### src/design/ddc_link_pkg.sv
// shared constants and types for the decimating serial link transmitter
package ddc_link_pkg;
	localparam int LANES_MAX = 16;
	localparam int LANE_CNT_W = 5;
	localparam int SAMPLE_W = 12;
	localparam int WORD_W = 16;
	localparam int ACC_W = 18;
	localparam int MODE_W = 4;
	// mode field layout: bit 3 picks the line coding, bits 2:0 the decimation
	localparam int MODE_CODING_BIT = 3;
	localparam logic [2:0] DEC_BYPASS = 3'h0;
	localparam logic [2:0] DEC_BY4 = 3'h1;
	localparam logic [2:0] DEC_BY8 = 3'h2;
	localparam logic [2:0] DEC_BY16 = 3'h3;
	localparam logic [2:0] DEC_BY32 = 3'h4;
	localparam int WORD_PAD = WORD_W - SAMPLE_W;
	// control characters
	localparam logic [7:0] CHAR_COMMA = 8'hBC;
	localparam logic [7:0] CHAR_MF_START = 8'h1C;
	localparam logic [7:0] CHAR_MF_END = 8'h7C;
	localparam logic [7:0] CHAR_CFG_START = 8'h9C;
	// link framing
	localparam int MF_OCTETS = 32;
	localparam int ILAS_MF = 4;
	localparam int BLOCK_OCTETS = 8;
	localparam int MB_BLOCKS = 32;
	localparam int EMB_MB = 4;
	localparam logic [1:0] HDR_DATA = 2'h1;
	localparam logic [1:0] HDR_IDLE = 2'h0;
	localparam int SUBCLASS = 1;
	localparam logic [15:0] ZERO16 = 16'h0000;
	typedef enum logic [2:0] {
		LINK_CGS,
		LINK_WAIT_MF,
		LINK_ILAS,
		LINK_DATA,
		LINK_BLOCKS
	} link_state_t;
endpackage

### src/design/ddc_to_serial_link_tx.sv
// decimating front end, gain boost and lane framing of the serial link transmitter
`timescale 1ns/100ps
`default_nettype none
module ddc_to_serial_link_tx
	import ddc_link_pkg::*;
(
	input wire logic clk,
	input wire logic nrst,
	input wire logic [ddc_link_pkg::MODE_W-1:0] linkModeSelect,
	input wire logic gainBoost,
	input wire logic [ddc_link_pkg::LANE_CNT_W-1:0] laneCount,
	input wire logic fecEnable,
	input wire logic handshakeUsePair,
	input wire logic handshakeSingleEndedIn,
	input wire logic timestampPairPos,
	input wire logic timestampPairNeg,
	input wire logic sysrefIn,
	input wire logic signed [ddc_link_pkg::SAMPLE_W-1:0] sampleIn,
	output logic [8*ddc_link_pkg::LANES_MAX-1:0] laneOctets,
	output logic [ddc_link_pkg::LANES_MAX-1:0] laneIsControl,
	output logic [ddc_link_pkg::LANES_MAX-1:0] laneActive,
	output logic [1:0] blockHeader,
	output logic blockStart,
	output logic frameBoundary,
	output logic ncoSyncPulse,
	output logic fecActive,
	output logic complexOutput,
	output logic linkUp
);
	import ddc_link_pkg::*;

	// saturating doubling keeps a boosted full-scale sample from wrapping
	function automatic logic [WORD_W-1:0] boostSat(input logic [WORD_W-1:0] w, input logic boost);
		logic [WORD_W-1:0] r;
		r = w;
		if (boost) begin
			if (w[WORD_W-1] != w[WORD_W-2]) begin
				r = w[WORD_W-1] ? {1'b1, {(WORD_W-1){1'b0}}} : {1'b0, {(WORD_W-1){1'b1}}};
			end else begin
				r = {w[WORD_W-2:0], 1'b0};
			end
		end
		return r;
	endfunction

	function automatic logic [2:0] decShift(input logic [2:0] dec);
		logic [2:0] s;
		case (dec)
			DEC_BY4: s = 3'h2;
			DEC_BY8: s = 3'h3;
			DEC_BY16: s = 3'h4;
			DEC_BY32: s = 3'h5;
			default: s = 3'h0;
		endcase
		return s;
	endfunction

	// pin synchronizers; the first stage feeds only the second
	logic [1:0] seSync_q;
	logic [1:0] posSync_q;
	logic [1:0] negSync_q;
	logic [1:0] refSync_q;
	always_ff @(posedge clk or negedge nrst) begin
		if (!nrst) begin
			seSync_q <= 2'h3;
			posSync_q <= 2'h3;
			negSync_q <= 2'h0;
			refSync_q <= 2'h0;
		end else begin
			seSync_q <= {seSync_q[0], handshakeSingleEndedIn};
			posSync_q <= {posSync_q[0], timestampPairPos};
			negSync_q <= {negSync_q[0], timestampPairNeg};
			refSync_q <= {refSync_q[0], sysrefIn};
		end
	end

	logic handshakeLevel;
	logic mode66;
	logic [2:0] decSel;
	assign handshakeLevel = handshakeUsePair ? (posSync_q[1] & ~negSync_q[1]) : seSync_q[1];
	assign mode66 = linkModeSelect[MODE_CODING_BIT];
	assign decSel = linkModeSelect[2:0];

	// edge detection state on synchronized levels
	logic hsPrev_q, hsPrev_d;
	logic refPrev_q, refPrev_d;
	logic ncoSync_q, ncoSync_d;
	logic sysrefEdge;
	assign sysrefEdge = refSync_q[1] & ~refPrev_q;
	always_comb begin
		hsPrev_d = handshakeLevel;
		refPrev_d = refSync_q[1];
		ncoSync_d = mode66 & hsPrev_q & ~handshakeLevel;
	end
	always_ff @(posedge clk or negedge nrst) begin
		if (!nrst) begin
			hsPrev_q <= 1'b1;
			refPrev_q <= 1'b0;
			ncoSync_q <= 1'b0;
		end else begin
			hsPrev_q <= hsPrev_d;
			refPrev_q <= refPrev_d;
			ncoSync_q <= ncoSync_d;
		end
	end

	// decimator: fs/4 mixer, integrate and dump over the ratio, I then Q words
	logic [4:0] phase_q, phase_d;
	logic signed [ACC_W-1:0] accI_q, accI_d, accQ_q, accQ_d;
	logic [WORD_W-1:0] word_q, word_d;
	logic [WORD_W-1:0] pendQ_q, pendQ_d;
	logic wordValid_q, wordValid_d;
	logic pendValid_q, pendValid_d;
	logic signed [ACC_W-1:0] mixI, mixQ, sumI, sumQ, avgI, avgQ;
	logic [4:0] lastPhase;
	logic [2:0] shiftBy;
	always_comb begin
		shiftBy = decShift(decSel);
		lastPhase = 5'((1 << shiftBy) - 1);
		mixI = '0;
		mixQ = '0;
		case (phase_q[1:0])
			2'h0: mixI = ACC_W'(sampleIn);
			2'h1: mixQ = -ACC_W'(sampleIn);
			2'h2: mixI = -ACC_W'(sampleIn);
			default: mixQ = ACC_W'(sampleIn);
		endcase
		sumI = accI_q + mixI;
		sumQ = accQ_q + mixQ;
		avgI = sumI >>> shiftBy;
		avgQ = sumQ >>> shiftBy;
		phase_d = phase_q + 5'h1;
		accI_d = sumI;
		accQ_d = sumQ;
		word_d = word_q;
		wordValid_d = 1'b0;
		pendQ_d = pendQ_q;
		pendValid_d = 1'b0;
		if (decSel == DEC_BYPASS || decSel > DEC_BY32) begin
			// real undecimated samples, one word per clock
			phase_d = 5'h0;
			accI_d = '0;
			accQ_d = '0;
			word_d = boostSat({sampleIn, {WORD_PAD{1'b0}}}, gainBoost);
			wordValid_d = 1'b1;
		end else if (pendValid_q) begin
			word_d = pendQ_q;
			wordValid_d = 1'b1;
		end
		if (decSel != DEC_BYPASS && decSel <= DEC_BY32 && phase_q >= lastPhase) begin
			phase_d = 5'h0;
			accI_d = '0;
			accQ_d = '0;
			word_d = boostSat({avgI[SAMPLE_W-1:0], {WORD_PAD{1'b0}}}, gainBoost);
			wordValid_d = 1'b1;
			pendQ_d = boostSat({avgQ[SAMPLE_W-1:0], {WORD_PAD{1'b0}}}, gainBoost);
			pendValid_d = 1'b1;
		end
	end
	always_ff @(posedge clk or negedge nrst) begin
		if (!nrst) begin
			phase_q <= 5'h0;
			accI_q <= '0;
			accQ_q <= '0;
			word_q <= ZERO16;
			pendQ_q <= ZERO16;
			wordValid_q <= 1'b0;
			pendValid_q <= 1'b0;
		end else begin
			phase_q <= phase_d;
			accI_q <= accI_d;
			accQ_q <= accQ_d;
			word_q <= word_d;
			pendQ_q <= pendQ_d;
			wordValid_q <= wordValid_d;
			pendValid_q <= pendValid_d;
		end
	end

	// staging: each word splits into two octets placed round-robin over the active lanes
	logic [7:0] stage_q [LANES_MAX];
	logic [7:0] stage_d [LANES_MAX];
	logic [3:0] wrPtr_q, wrPtr_d;
	logic [3:0] ptrNext;
	logic [3:0] basePtr;
	logic [LANE_CNT_W-1:0] lanesUsed;
	always_comb begin
		lanesUsed = (laneCount == '0) ? LANE_CNT_W'(1) :
			(laneCount > LANE_CNT_W'(LANES_MAX)) ? LANE_CNT_W'(LANES_MAX) : laneCount;
		stage_d = stage_q;
		wrPtr_d = wrPtr_q;
		// a pointer left beyond a shrunk lane count restarts at lane 0, keeping the octet pairs aligned
		basePtr = (LANE_CNT_W'(wrPtr_q) >= lanesUsed) ? 4'h0 : wrPtr_q;
		ptrNext = basePtr + 4'h1;
		if (LANE_CNT_W'(ptrNext) >= lanesUsed) begin
			ptrNext = 4'h0;
		end
		if (wordValid_q) begin
			stage_d[basePtr] = word_q[15:8];
			stage_d[ptrNext] = word_q[7:0];
			wrPtr_d = ptrNext + 4'h1;
			if (LANE_CNT_W'(wrPtr_d) >= lanesUsed || wrPtr_d == 4'h0) begin
				wrPtr_d = 4'h0;
			end
		end
	end
	always_ff @(posedge clk or negedge nrst) begin
		if (!nrst) begin
			for (int i = 0; i < LANES_MAX; i++) begin
				stage_q[i] <= 8'h00;
			end
			wrPtr_q <= 4'h0;
		end else begin
			stage_q <= stage_d;
			wrPtr_q <= wrPtr_d;
		end
	end

	// link framing: one octet per lane per device clock
	link_state_t state_q, state_d;
	logic [4:0] mfCnt_q, mfCnt_d;
	logic [1:0] ilasCnt_q, ilasCnt_d;
	logic [2:0] blkOct_q, blkOct_d;
	logic [4:0] mbCnt_q, mbCnt_d;
	logic [1:0] embCnt_q, embCnt_d;
	logic [8*LANES_MAX-1:0] octets_d;
	logic [LANES_MAX-1:0] isCtl_d, active_d;
	logic [1:0] header_d;
	logic blockStart_d, boundary_d;
	logic mfEdge;
	logic [7:0] ilasOct;
	logic ilasCtl;
	always_comb begin
		mfEdge = (mfCnt_q == 5'(MF_OCTETS - 1));
		state_d = state_q;
		mfCnt_d = mfCnt_q + 5'h1;
		ilasCnt_d = ilasCnt_q;
		blkOct_d = blkOct_q + 3'h1;
		mbCnt_d = mbCnt_q;
		embCnt_d = embCnt_q;
		if (blkOct_q == 3'(BLOCK_OCTETS - 1)) begin
			mbCnt_d = mbCnt_q + 5'h1;
			if (mbCnt_q == 5'(MB_BLOCKS - 1)) begin
				embCnt_d = embCnt_q + 2'h1;
			end
		end
		if (sysrefEdge) begin
			// subclass 1 deterministic counter reset
			mfCnt_d = 5'h0;
			blkOct_d = 3'h0;
			mbCnt_d = 5'h0;
			embCnt_d = 2'h0;
		end
		ilasOct = {3'h0, mfCnt_q};
		ilasCtl = 1'b0;
		if (mfCnt_q == 5'h0) begin
			ilasOct = CHAR_MF_START;
			ilasCtl = 1'b1;
		end else if (mfEdge) begin
			ilasOct = CHAR_MF_END;
			ilasCtl = 1'b1;
		end else if (ilasCnt_q == 2'h1 && mfCnt_q == 5'h1) begin
			ilasOct = CHAR_CFG_START;
			ilasCtl = 1'b1;
		end
		// 64b/66b framing ignores the handshake; in that mode its falling edge only fires ncoSyncPulse
		if (mode66) begin
			state_d = LINK_BLOCKS;
		end else begin
			case (state_q)
				LINK_CGS: begin
					if (handshakeLevel) begin
						state_d = LINK_WAIT_MF;
					end
				end
				LINK_WAIT_MF: begin
					if (mfEdge) begin
						state_d = LINK_ILAS;
						ilasCnt_d = 2'h0;
					end
				end
				LINK_ILAS: begin
					if (mfEdge) begin
						ilasCnt_d = ilasCnt_q + 2'h1;
						if (ilasCnt_q == 2'(ILAS_MF - 1)) begin
							state_d = LINK_DATA;
						end
					end
				end
				LINK_DATA: state_d = LINK_DATA;
				default: state_d = LINK_CGS;
			endcase
			if (!handshakeLevel) begin
				state_d = LINK_CGS;
			end
		end
		// the waiting state holds commas until the multiframe edge after release
		octets_d = '0;
		isCtl_d = '0;
		active_d = '0;
		header_d = HDR_IDLE;
		blockStart_d = 1'b0;
		boundary_d = 1'b0;
		for (int l = 0; l < LANES_MAX; l++) begin
			if (LANE_CNT_W'(l) < lanesUsed) begin
				active_d[l] = 1'b1;
				case (state_q)
					LINK_CGS, LINK_WAIT_MF: begin
						octets_d[8*l +: 8] = CHAR_COMMA;
						isCtl_d[l] = 1'b1;
					end
					LINK_ILAS: begin
						octets_d[8*l +: 8] = ilasOct;
						isCtl_d[l] = ilasCtl;
					end
					default: octets_d[8*l +: 8] = stage_q[l];
				endcase
			end
		end
		if (state_q == LINK_BLOCKS) begin
			// payload-only blocks: data header, no CRC3 field, no command bits
			header_d = HDR_DATA;
			blockStart_d = (blkOct_q == 3'h0);
			boundary_d = blockStart_d && mbCnt_q == 5'h0 && embCnt_q == 2'h0;
		end else begin
			boundary_d = (mfCnt_q == 5'h0);
		end
	end
	always_ff @(posedge clk or negedge nrst) begin
		if (!nrst) begin
			state_q <= LINK_CGS;
			mfCnt_q <= 5'h0;
			ilasCnt_q <= 2'h0;
			blkOct_q <= 3'h0;
			mbCnt_q <= 5'h0;
			embCnt_q <= 2'h0;
			laneOctets <= '0;
			laneIsControl <= '0;
			laneActive <= '0;
			blockHeader <= HDR_IDLE;
			blockStart <= 1'b0;
			frameBoundary <= 1'b0;
			fecActive <= 1'b0;
			complexOutput <= 1'b0;
			linkUp <= 1'b0;
		end else begin
			state_q <= state_d;
			mfCnt_q <= mfCnt_d;
			ilasCnt_q <= ilasCnt_d;
			blkOct_q <= blkOct_d;
			mbCnt_q <= mbCnt_d;
			embCnt_q <= embCnt_d;
			laneOctets <= octets_d;
			laneIsControl <= isCtl_d;
			laneActive <= active_d;
			blockHeader <= header_d;
			blockStart <= blockStart_d;
			frameBoundary <= boundary_d;
			fecActive <= fecEnable & mode66;
			complexOutput <= (decSel != DEC_BYPASS) && (decSel <= DEC_BY32);
			linkUp <= (state_q == LINK_DATA) || (state_q == LINK_BLOCKS);
		end
	end

	assign ncoSyncPulse = ncoSync_q;
endmodule
`default_nettype wire

### config.mk
export PLATFORM = sky130hd
export DESIGN_NAME = ddc_to_serial_link_tx
export DESIGN_NICKNAME = d
export VERILOG_FILES = /design/src/design/ddc_link_pkg.sv /design/src/design/ddc_to_serial_link_tx.sv
export SDC_FILE = /design/constraint.sdc
export NUM_CORES = 1
export LEC_CHECK = 0
export BUFFER_PORTS_ARGS = -buffer_cell sky130_fd_sc_hd__buf_2
export CAP_MARGIN = 30
export CORE_MARGIN = 1
export CORE_UTILIZATION = 60
export DETAILED_ROUTE_END_ITERATION = 16
export PLACE_DENSITY = 0.8
export SLEW_MARGIN = 20
export SYNTH_ARGS = -nofsm -noshare
export SYNTH_HDL_FRONTEND = slang
export SYNTH_SLANG_ARGS = --single-unit
### constraint.sdc
create_clock -name clk -period 5.49 [get_ports clk]
set_input_delay 1.3725 -clock clk [delete_from_list [all_inputs] [get_ports clk]]
set_output_delay 1.3725 -clock clk [all_outputs]
set_load 0.01 [all_outputs]
==> impl_metrics.yaml, run 1 <==
status:
  outcome: "complete, no violations"
logic_synthesis:
  synthesis.area_sq_um: 20700
  synth_fp_nets: 2322
  async_flop_share_pct: 100
  syn-mean-instance-area_sq_um: 9.40
  synthesis.yosys.warnings: 0
  yosysTopAreaCell: "dfrtp_1"
  synth.distinct_cells: 93
  synth_edf_count: 0
  predominant_post_synthesis_flop_cell: "dfrtp_1"
  synthesized_instance_count: 2204
  yosysSeqAreaShare_pct: 47.9
  yosys_register_bits: 396
  synth_top_area_share_pct: 47.2
  netlist_top_cells_area: "dfrtp_1, nor2_1, ha_1"
routing:
  drt_iter0_drc: 2274
  antenna_left: 0
  drt_drc_violations_left: 0
  via_count: 19400
  via_per_inst: 6.50
  dr.pass1.iters: 6
  routed_wl_um: 68100
  routed_wire_length_per_instance_um: 22.9
floorplan:
  start_util_pct: 61.3
  num_rows: 67
  fp.coreArea_sq_um: 33800
  boundaryPins: 198
  chipHeight_um: 188
  fp.dieW_um: 188
  fp.dieArea_sq_um: 35300
global_route:
  grt_use_total_pct: 39.1
  grt_start_max_net_pins: 113
  grt-ovfl-total: 0
  number_of_global_route_vias_before_repair: 19100
  grt_pass1_wl_um: 108000
  number_of_antenna_violations_at_the_first_check_in_global_routing: 0
layout:
  mostFrequentLayoutCell: "dfrtp_1"
  layout.cells.most_common_list: "dfrtp_1, nor2_1, buf_4, buf_2, nand2_1"
  layout-drive-gt1-share_pct: 23.5
  num_antenna_cells: 0
  net_count_final: 2614
  fillCellCount: 2386
  area_growth_syn_to_layout_pct: 21.4
sta:
  fin_clk_skew_ns: 0.0302
  final-setup-viol-count: 0
  worstMarginPinSlew_ns: 1.14
  grt_setup_unrepaired: "true"
  achievable-frequency_mhz: 188
  slew_headroom_pct: 24.1
  fin_crit_ns: 5.31
  maxSlewViolCount: 0
  setup_slack_ns: 0.182
  timing_hold_violations_final: 0
  period_share_pct: 96.7
  setup-tns-final_ns: 0
placement:
  dpl.hpwl_um: 46300
  placement.setup.worst_slack_ns: -0.417
  globalplace.congestion: 0.962
  io_buffer_count: 196
critical_path:
  timing.critical_path.fanout_max: 4
  type_of_destination_of_the_critical_path: "flop"
  worst-r2r-setup-slack_ns: 0.69
  timing.critical_path.arrival_ns: 5.81
  worst_setup_path_start_kind: "input port"
  worst_setup_path_category: "in2reg"
  timing.critical_path.required_ns: 5.99
clock_tree:
  cts_buffers: 42
  cts_hold_buffers: 0
  clock_path_buffers: 3
  cts_max_level: 2
  clock_tree.root_cell: "clkbuf_16"
  worst_skew_pair.late_latency_ns: 0.59
  cts_num_sinks: 396
  tritoncts: "yes"
  cts.clk_slew.worst_paths_ns: 0.06
pwr:
  total_leakage_power_nw: 11.7
  power_density_nw_per_um2: 594
  highest_ir_drop_seen_on_vdd_uv: 394
hold_path:
  hp-class: "reg2reg"
flow_run:
  timing.max_cap.violations: 0
layout make-up:
class	instances	area, sq um	area share [%]
repair buffers	402	2610	10.4
clock buffers	51	1130	4.51
multi-input cells	1582	10300	40.8
well taps	448	561	2.23
flip-flops and latches	396	9920	39.4
clock inverters	26	382	1.52
inverters	72	275	1.09
layer usage:
layer	track usage, %	vias to the layer above	wire length, um
met1	54.3	9351	27700
li1	-	8552	-
met2	60.5	1234	30700
met4	14.2	0	2390
met3	8.40	215	7390
met5	0	-	0
through the flow:
stage	area (sq um)	hold slack, ns	utilization, %	cells	total power, mW
after floorplan	21100	0.331	-	2204	8.93
after global placement	23500	0.348	69.5	2892	11.3
after detailed placement	23500	0.343	69.6	2894	11.5
after CTS	25000	0.356	74.1	2971	14.7
after global routing	25100	0.365	74.4	2977	15.7
final	25100	0.356	74.4	2977	14.9
sequential cells by signal, summed over array words and instances (netlist names), 3 cells and up:
name           cells
word_q            13
laneOctets       128
mfCnt_q            5
wrPtr_q            4
state_q            3
accQ_q            17
stage_q          128
pendQ_q           13
accI_q            17
blkOct_q           3
laneActive        16
phase_q            5
laneIsControl     16
mbCnt_q            5
final timing paths:
check,from,end,depth (start not counted)
hold reg to reg,seSync_q[0],seSync_q[1],0
setup reg to reg,phase_q[0],pendQ_q[13],16
setup / recovery,sampleIn[0],pendQ_q[13],22
max in group asynchronous,nrst,laneActive[8],2
min in group asynchronous,nrst,mbCnt_q[3],1
hold / removal,seSync_q[0],seSync_q[1],0
worst max-delay path, cell delays in order:
cell      delay (ns)
buf_2           0.10
inv_1           0.07
ha_2            0.19
nand2_2         0.06
or3_4           0.33
or2_4           0.27
nor2_4          0.11
nor3_1          0.06
a21oi_1         0.15
o21ai_0         0.18
ha_1            0.42
and2_4          0.17
nand3_2         0.09
a211oi_2        0.34
nor4_1          0.08
or3b_1          0.47
o32ai_2         0.22
nor4_4          0.09
ha_1            0.35
inv_4           0.05
or4_1           0.52
nand4_1         0.11
cell families after synthesis:
logic type                 after synthesis  share of synthesized area, %
DFF                                    396                          47.9
muxes                                   26                          1.32
buffers and inverters                  226                          4.17
AOI/OAI and AO/OA                      676                          22.7
other                                    2                        0.0362
xor gates and xnor gates                53                          2.24
and+or+nand+nor                        737                          16.3
adders and majority gates               88                          5.39
cell usage after synthesis, drive strengths merged, types with 7 or more instances:
library cell / n
a211oi: 13
a21boi: 17
a21o: 25
a21oi: 143
a221o: 9
a221oi: 8
a22o: 62
a22oi: 8
a2bb2oi: 52
a31oi: 10
and2: 13
and3: 14
buf: 15
clkbuf: 139
dfrtp: 391
ha: 86
inv: 66
mux2i: 24
nand2: 161
nand2b: 21
nand3: 31
nand4: 19
nor2: 301
nor2b: 13
nor3: 108
nor4: 10
o211ai: 19
o21a: 14
o21ai: 119
o221a: 10
o221ai: 11
o22ai: 94
o2bb2ai: 7
or2: 21
or3: 8
xnor2: 32
xor2: 21
what timing repair did:
action                                 in CTS  in global routing
endpoints found under the hold margin       0                  0
setup endpoints to repair                   0                 29
setup buffers                               0                  1
gates resized for setup                     0                 12
where the power goes:
group	total (mW)	switching (mW)	internal [mW]
logic	7.05	3.95	3.10
clock network	3.13	1.26	1.87
registers	4.75	0.938	3.81
Note: power is estimated with default switching activity, not from simulation.
==> run 2: changes to the inputs <==
- CORE_MARGIN: 1 -> 3
- PLACE_DENSITY: 0.8 -> 0.81
==> run 2 against run 1 <==
  * Combinational power decreased by 2%
  * Design area down 1.2%
  * Worst setup slack improved by 0.023 ns
  * Die area is 4.3% higher
  * Global-route usage shrank 3.1 points
  * Sequential power grew 1%
  * Register-to-register slack got worse by 0.04 ns
  * Count of clock-buffer cells in the layout up 5
  * Total power decreased by 2.4%
  * Sequential share of layout area is 0.49 points higher
  * Wire length is 1.5% lower
  * Non-clock buffer count is 24 lower
  * Critical endpoint unchanged
==> impl_metrics.yaml, run 2 (synthesized netlist as in run 1, its figures left out) <==
status:
  outcome: "complete, no violations"
clock_tree:
  cts_buffers: 41
  worst_skew_pair.late_latency_ns: 0.55
  cts_hold_buffers: 0
  clock_path_buffers: 3
  clock_tree.root_cell: "clkbuf_16"
  cts_max_level: 2
  tritoncts: "yes"
  cts_num_sinks: 396
  cts.clk_slew.worst_paths_ns: 0.06
floorplan:
  boundaryPins: 198
  num_rows: 67
  chipHeight_um: 192
  fp.dieArea_sq_um: 36800
  fp.dieW_um: 192
  start_util_pct: 61.3
  fp.coreArea_sq_um: 33800
sta:
  timing_hold_violations_final: 0
  achievable-frequency_mhz: 189
  setup_slack_ns: 0.205
  slew_headroom_pct: 27.4
  setup-tns-final_ns: 0
  worstMarginPinSlew_ns: 1.09
  maxSlewViolCount: 0
  final-setup-viol-count: 0
  period_share_pct: 96.3
  fin_crit_ns: 5.29
  fin_clk_skew_ns: 0.0198
  timing.hold.ws_ns: 0.348
critical_path:
  cell_by_cell_listing_of_the_critical_path: "buf_2 > buf_4 > nor3_4 > nand2_2 > or3_4 > buf_4 > mux2i_1 > o21ai_0 > ha_1 > a21oi_1 > o22ai_2 > o31ai_1 > or3b_1 > o32ai_2 > nor4_4 > ha_1 > inv_4 > or4_1 > nand4_1"
  crit_path_top_delay_cell: "or4_1"
  crit_path_max_incr_delay_ns: 0.53
  timing.critical_path.required_ns: 5.96
  timing.critical_path.buf_inv: 4
  critPathLaunch: "sampleIn[0]"
  type_of_destination_of_the_critical_path: "flop"
  worst_setup_path_start_kind: "input port"
  worst-r2r-setup-slack_ns: 0.65
  timing.critical_path.fanout_max: 5
  worst-r2r-cell-count: 16
  timing.critical_path.max_delay_family: "simple AND/OR/NAND/NOR gates"
  r2r-end: "pendQ_q[13]"
  timing.critical_path.arrival_ns: 5.76
  worstSetupEndpoint: "pendQ_q[13]"
  r2r_start: "phase_q[0]"
  worst_setup_path_category: "in2reg"
  worstSetupPathDepth: 19
flow_run:
  timing.max_cap.violations: 0
routing:
  drt_drc_violations_left: 0
  routed_wl_um: 67100
  drt_iter0_drc: 2463
  via_count: 19300
  via_per_inst: 6.53
  routed_wire_length_per_instance_um: 22.7
  dr.pass1.iters: 6
  antenna_left: 0
global_route:
  grt_pass1_wl_um: 104000
  grt-ovfl-total: 0
  grt_use_total_pct: 36.0
  number_of_global_route_vias_before_repair: 18800
  number_of_antenna_violations_at_the_first_check_in_global_routing: 2
  grt_start_max_net_pins: 99
placement:
  io_buffer_count: 196
  globalplace.congestion: 1.03
  placement.setup.worst_slack_ns: -0.389
  placedInstanceArea_sq_um: 23300
  numPlacedInstances: 2869
  dpl.hpwl_um: 45400
hold_path:
  hp-class: "reg2reg"
  whs_path_depth: 0
  beginning_of_the_worst_hold_path: "negSync_q[0]"
layout:
  final_area_sq_um: 24800
  layout-drive-gt1-share_pct: 22.8
  post-route-util_pct: 73.5
  net_count_final: 2589
  fin_cells: 2955
  area_growth_syn_to_layout_pct: 19.9
  layout.cells.most_common_list: "dfrtp_1, nor2_1, buf_2, buf_4, nand2_1"
  mostFrequentLayoutCell: "dfrtp_1"
  reg_top3: "laneOctets x128, stage_q x128"
pwr:
  highest_ir_drop_seen_on_vdd_uv: 344
  power_density_nw_per_um2: 586
  report.power.total_mw: 14.6
  total_leakage_power_nw: 11.6
run 2: cell types whose count changed in the layout (fill, tap and decap cells not counted), moves of 2 or more:
| cell | previous run | this run |
|---|---|---|
| buf_12 | 4 | 1 |
| buf_4 | 197 | 178 |
| bufinv_16 | 8 | 2 |
| clkbuf_4 | 2 | 0 |
| clkbuf_8 | 5 | 11 |
| diode_2 | 0 | 3 |
| inv_6 | 4 | 2 |
| nor2_1 | 295 | 293 |
run 2: where the power goes:
| part | internal [mW] | switching (mW) |
|---|---|---|
| sequential | 3.81 | 0.995 |
| combinational | 2.99 | 3.90 |
| clock | 1.66 | 1.21 |
run 2: worst reg2reg max path, delay by kind of cell, from the launching register on:
| family | cells | cell delay (ns) |
|---|---|---|
| flops | 1 | 0.46 |
| mux | 1 | 0.17 |
| buf+inv | 1 | 0.05 |
| simple gates | 5 | 1.31 |
| fa+ha+maj | 3 | 1.47 |
| compound gates | 6 | 1.32 |
run 2: how the worst min path moves through the flow:
stage / to / slack [ns]
3_3_place_gp: negSync_q[1] / 0.33
2_1_floorplan: negSync_q[1] / 0.33
5_1_grt: negSync_q[1] / 0.35
6_report: negSync_q[1] / 0.35
4_1_cts: negSync_q[1] / 0.35
3_5_place_dp: negSync_q[1] / 0.34
run 2: area by class of cell:
cell class / count / area [sq um]
Tap cell: 448 / 561
Clock buffer: 56 / 1210
Inverter: 72 / 275
Sequential cell: 396 / 9920
Clock inverter: 20 / 198
Antenna cell: 3 / 7.51
Multi-Input combinational cell: 1582 / 10300
Fill cell: 2449 / 8940
Timing Repair Buffer: 378 / 2390
run 2: what timing repair did:
item | CTS | global route
resized for setup | 0 | 14
setup endpoints to repair | 0 | 14
setup buffers | 0 | 6
run 2: routing by layer:
layer,vias to the layer above,track usage [%],wire [um]
met3,237,7.25,7330
met2,1186,54.4,29800
met1,9381,50.8,27100
met5,-,0,0
met4,0,15.0,2910
li1,8501,-,-
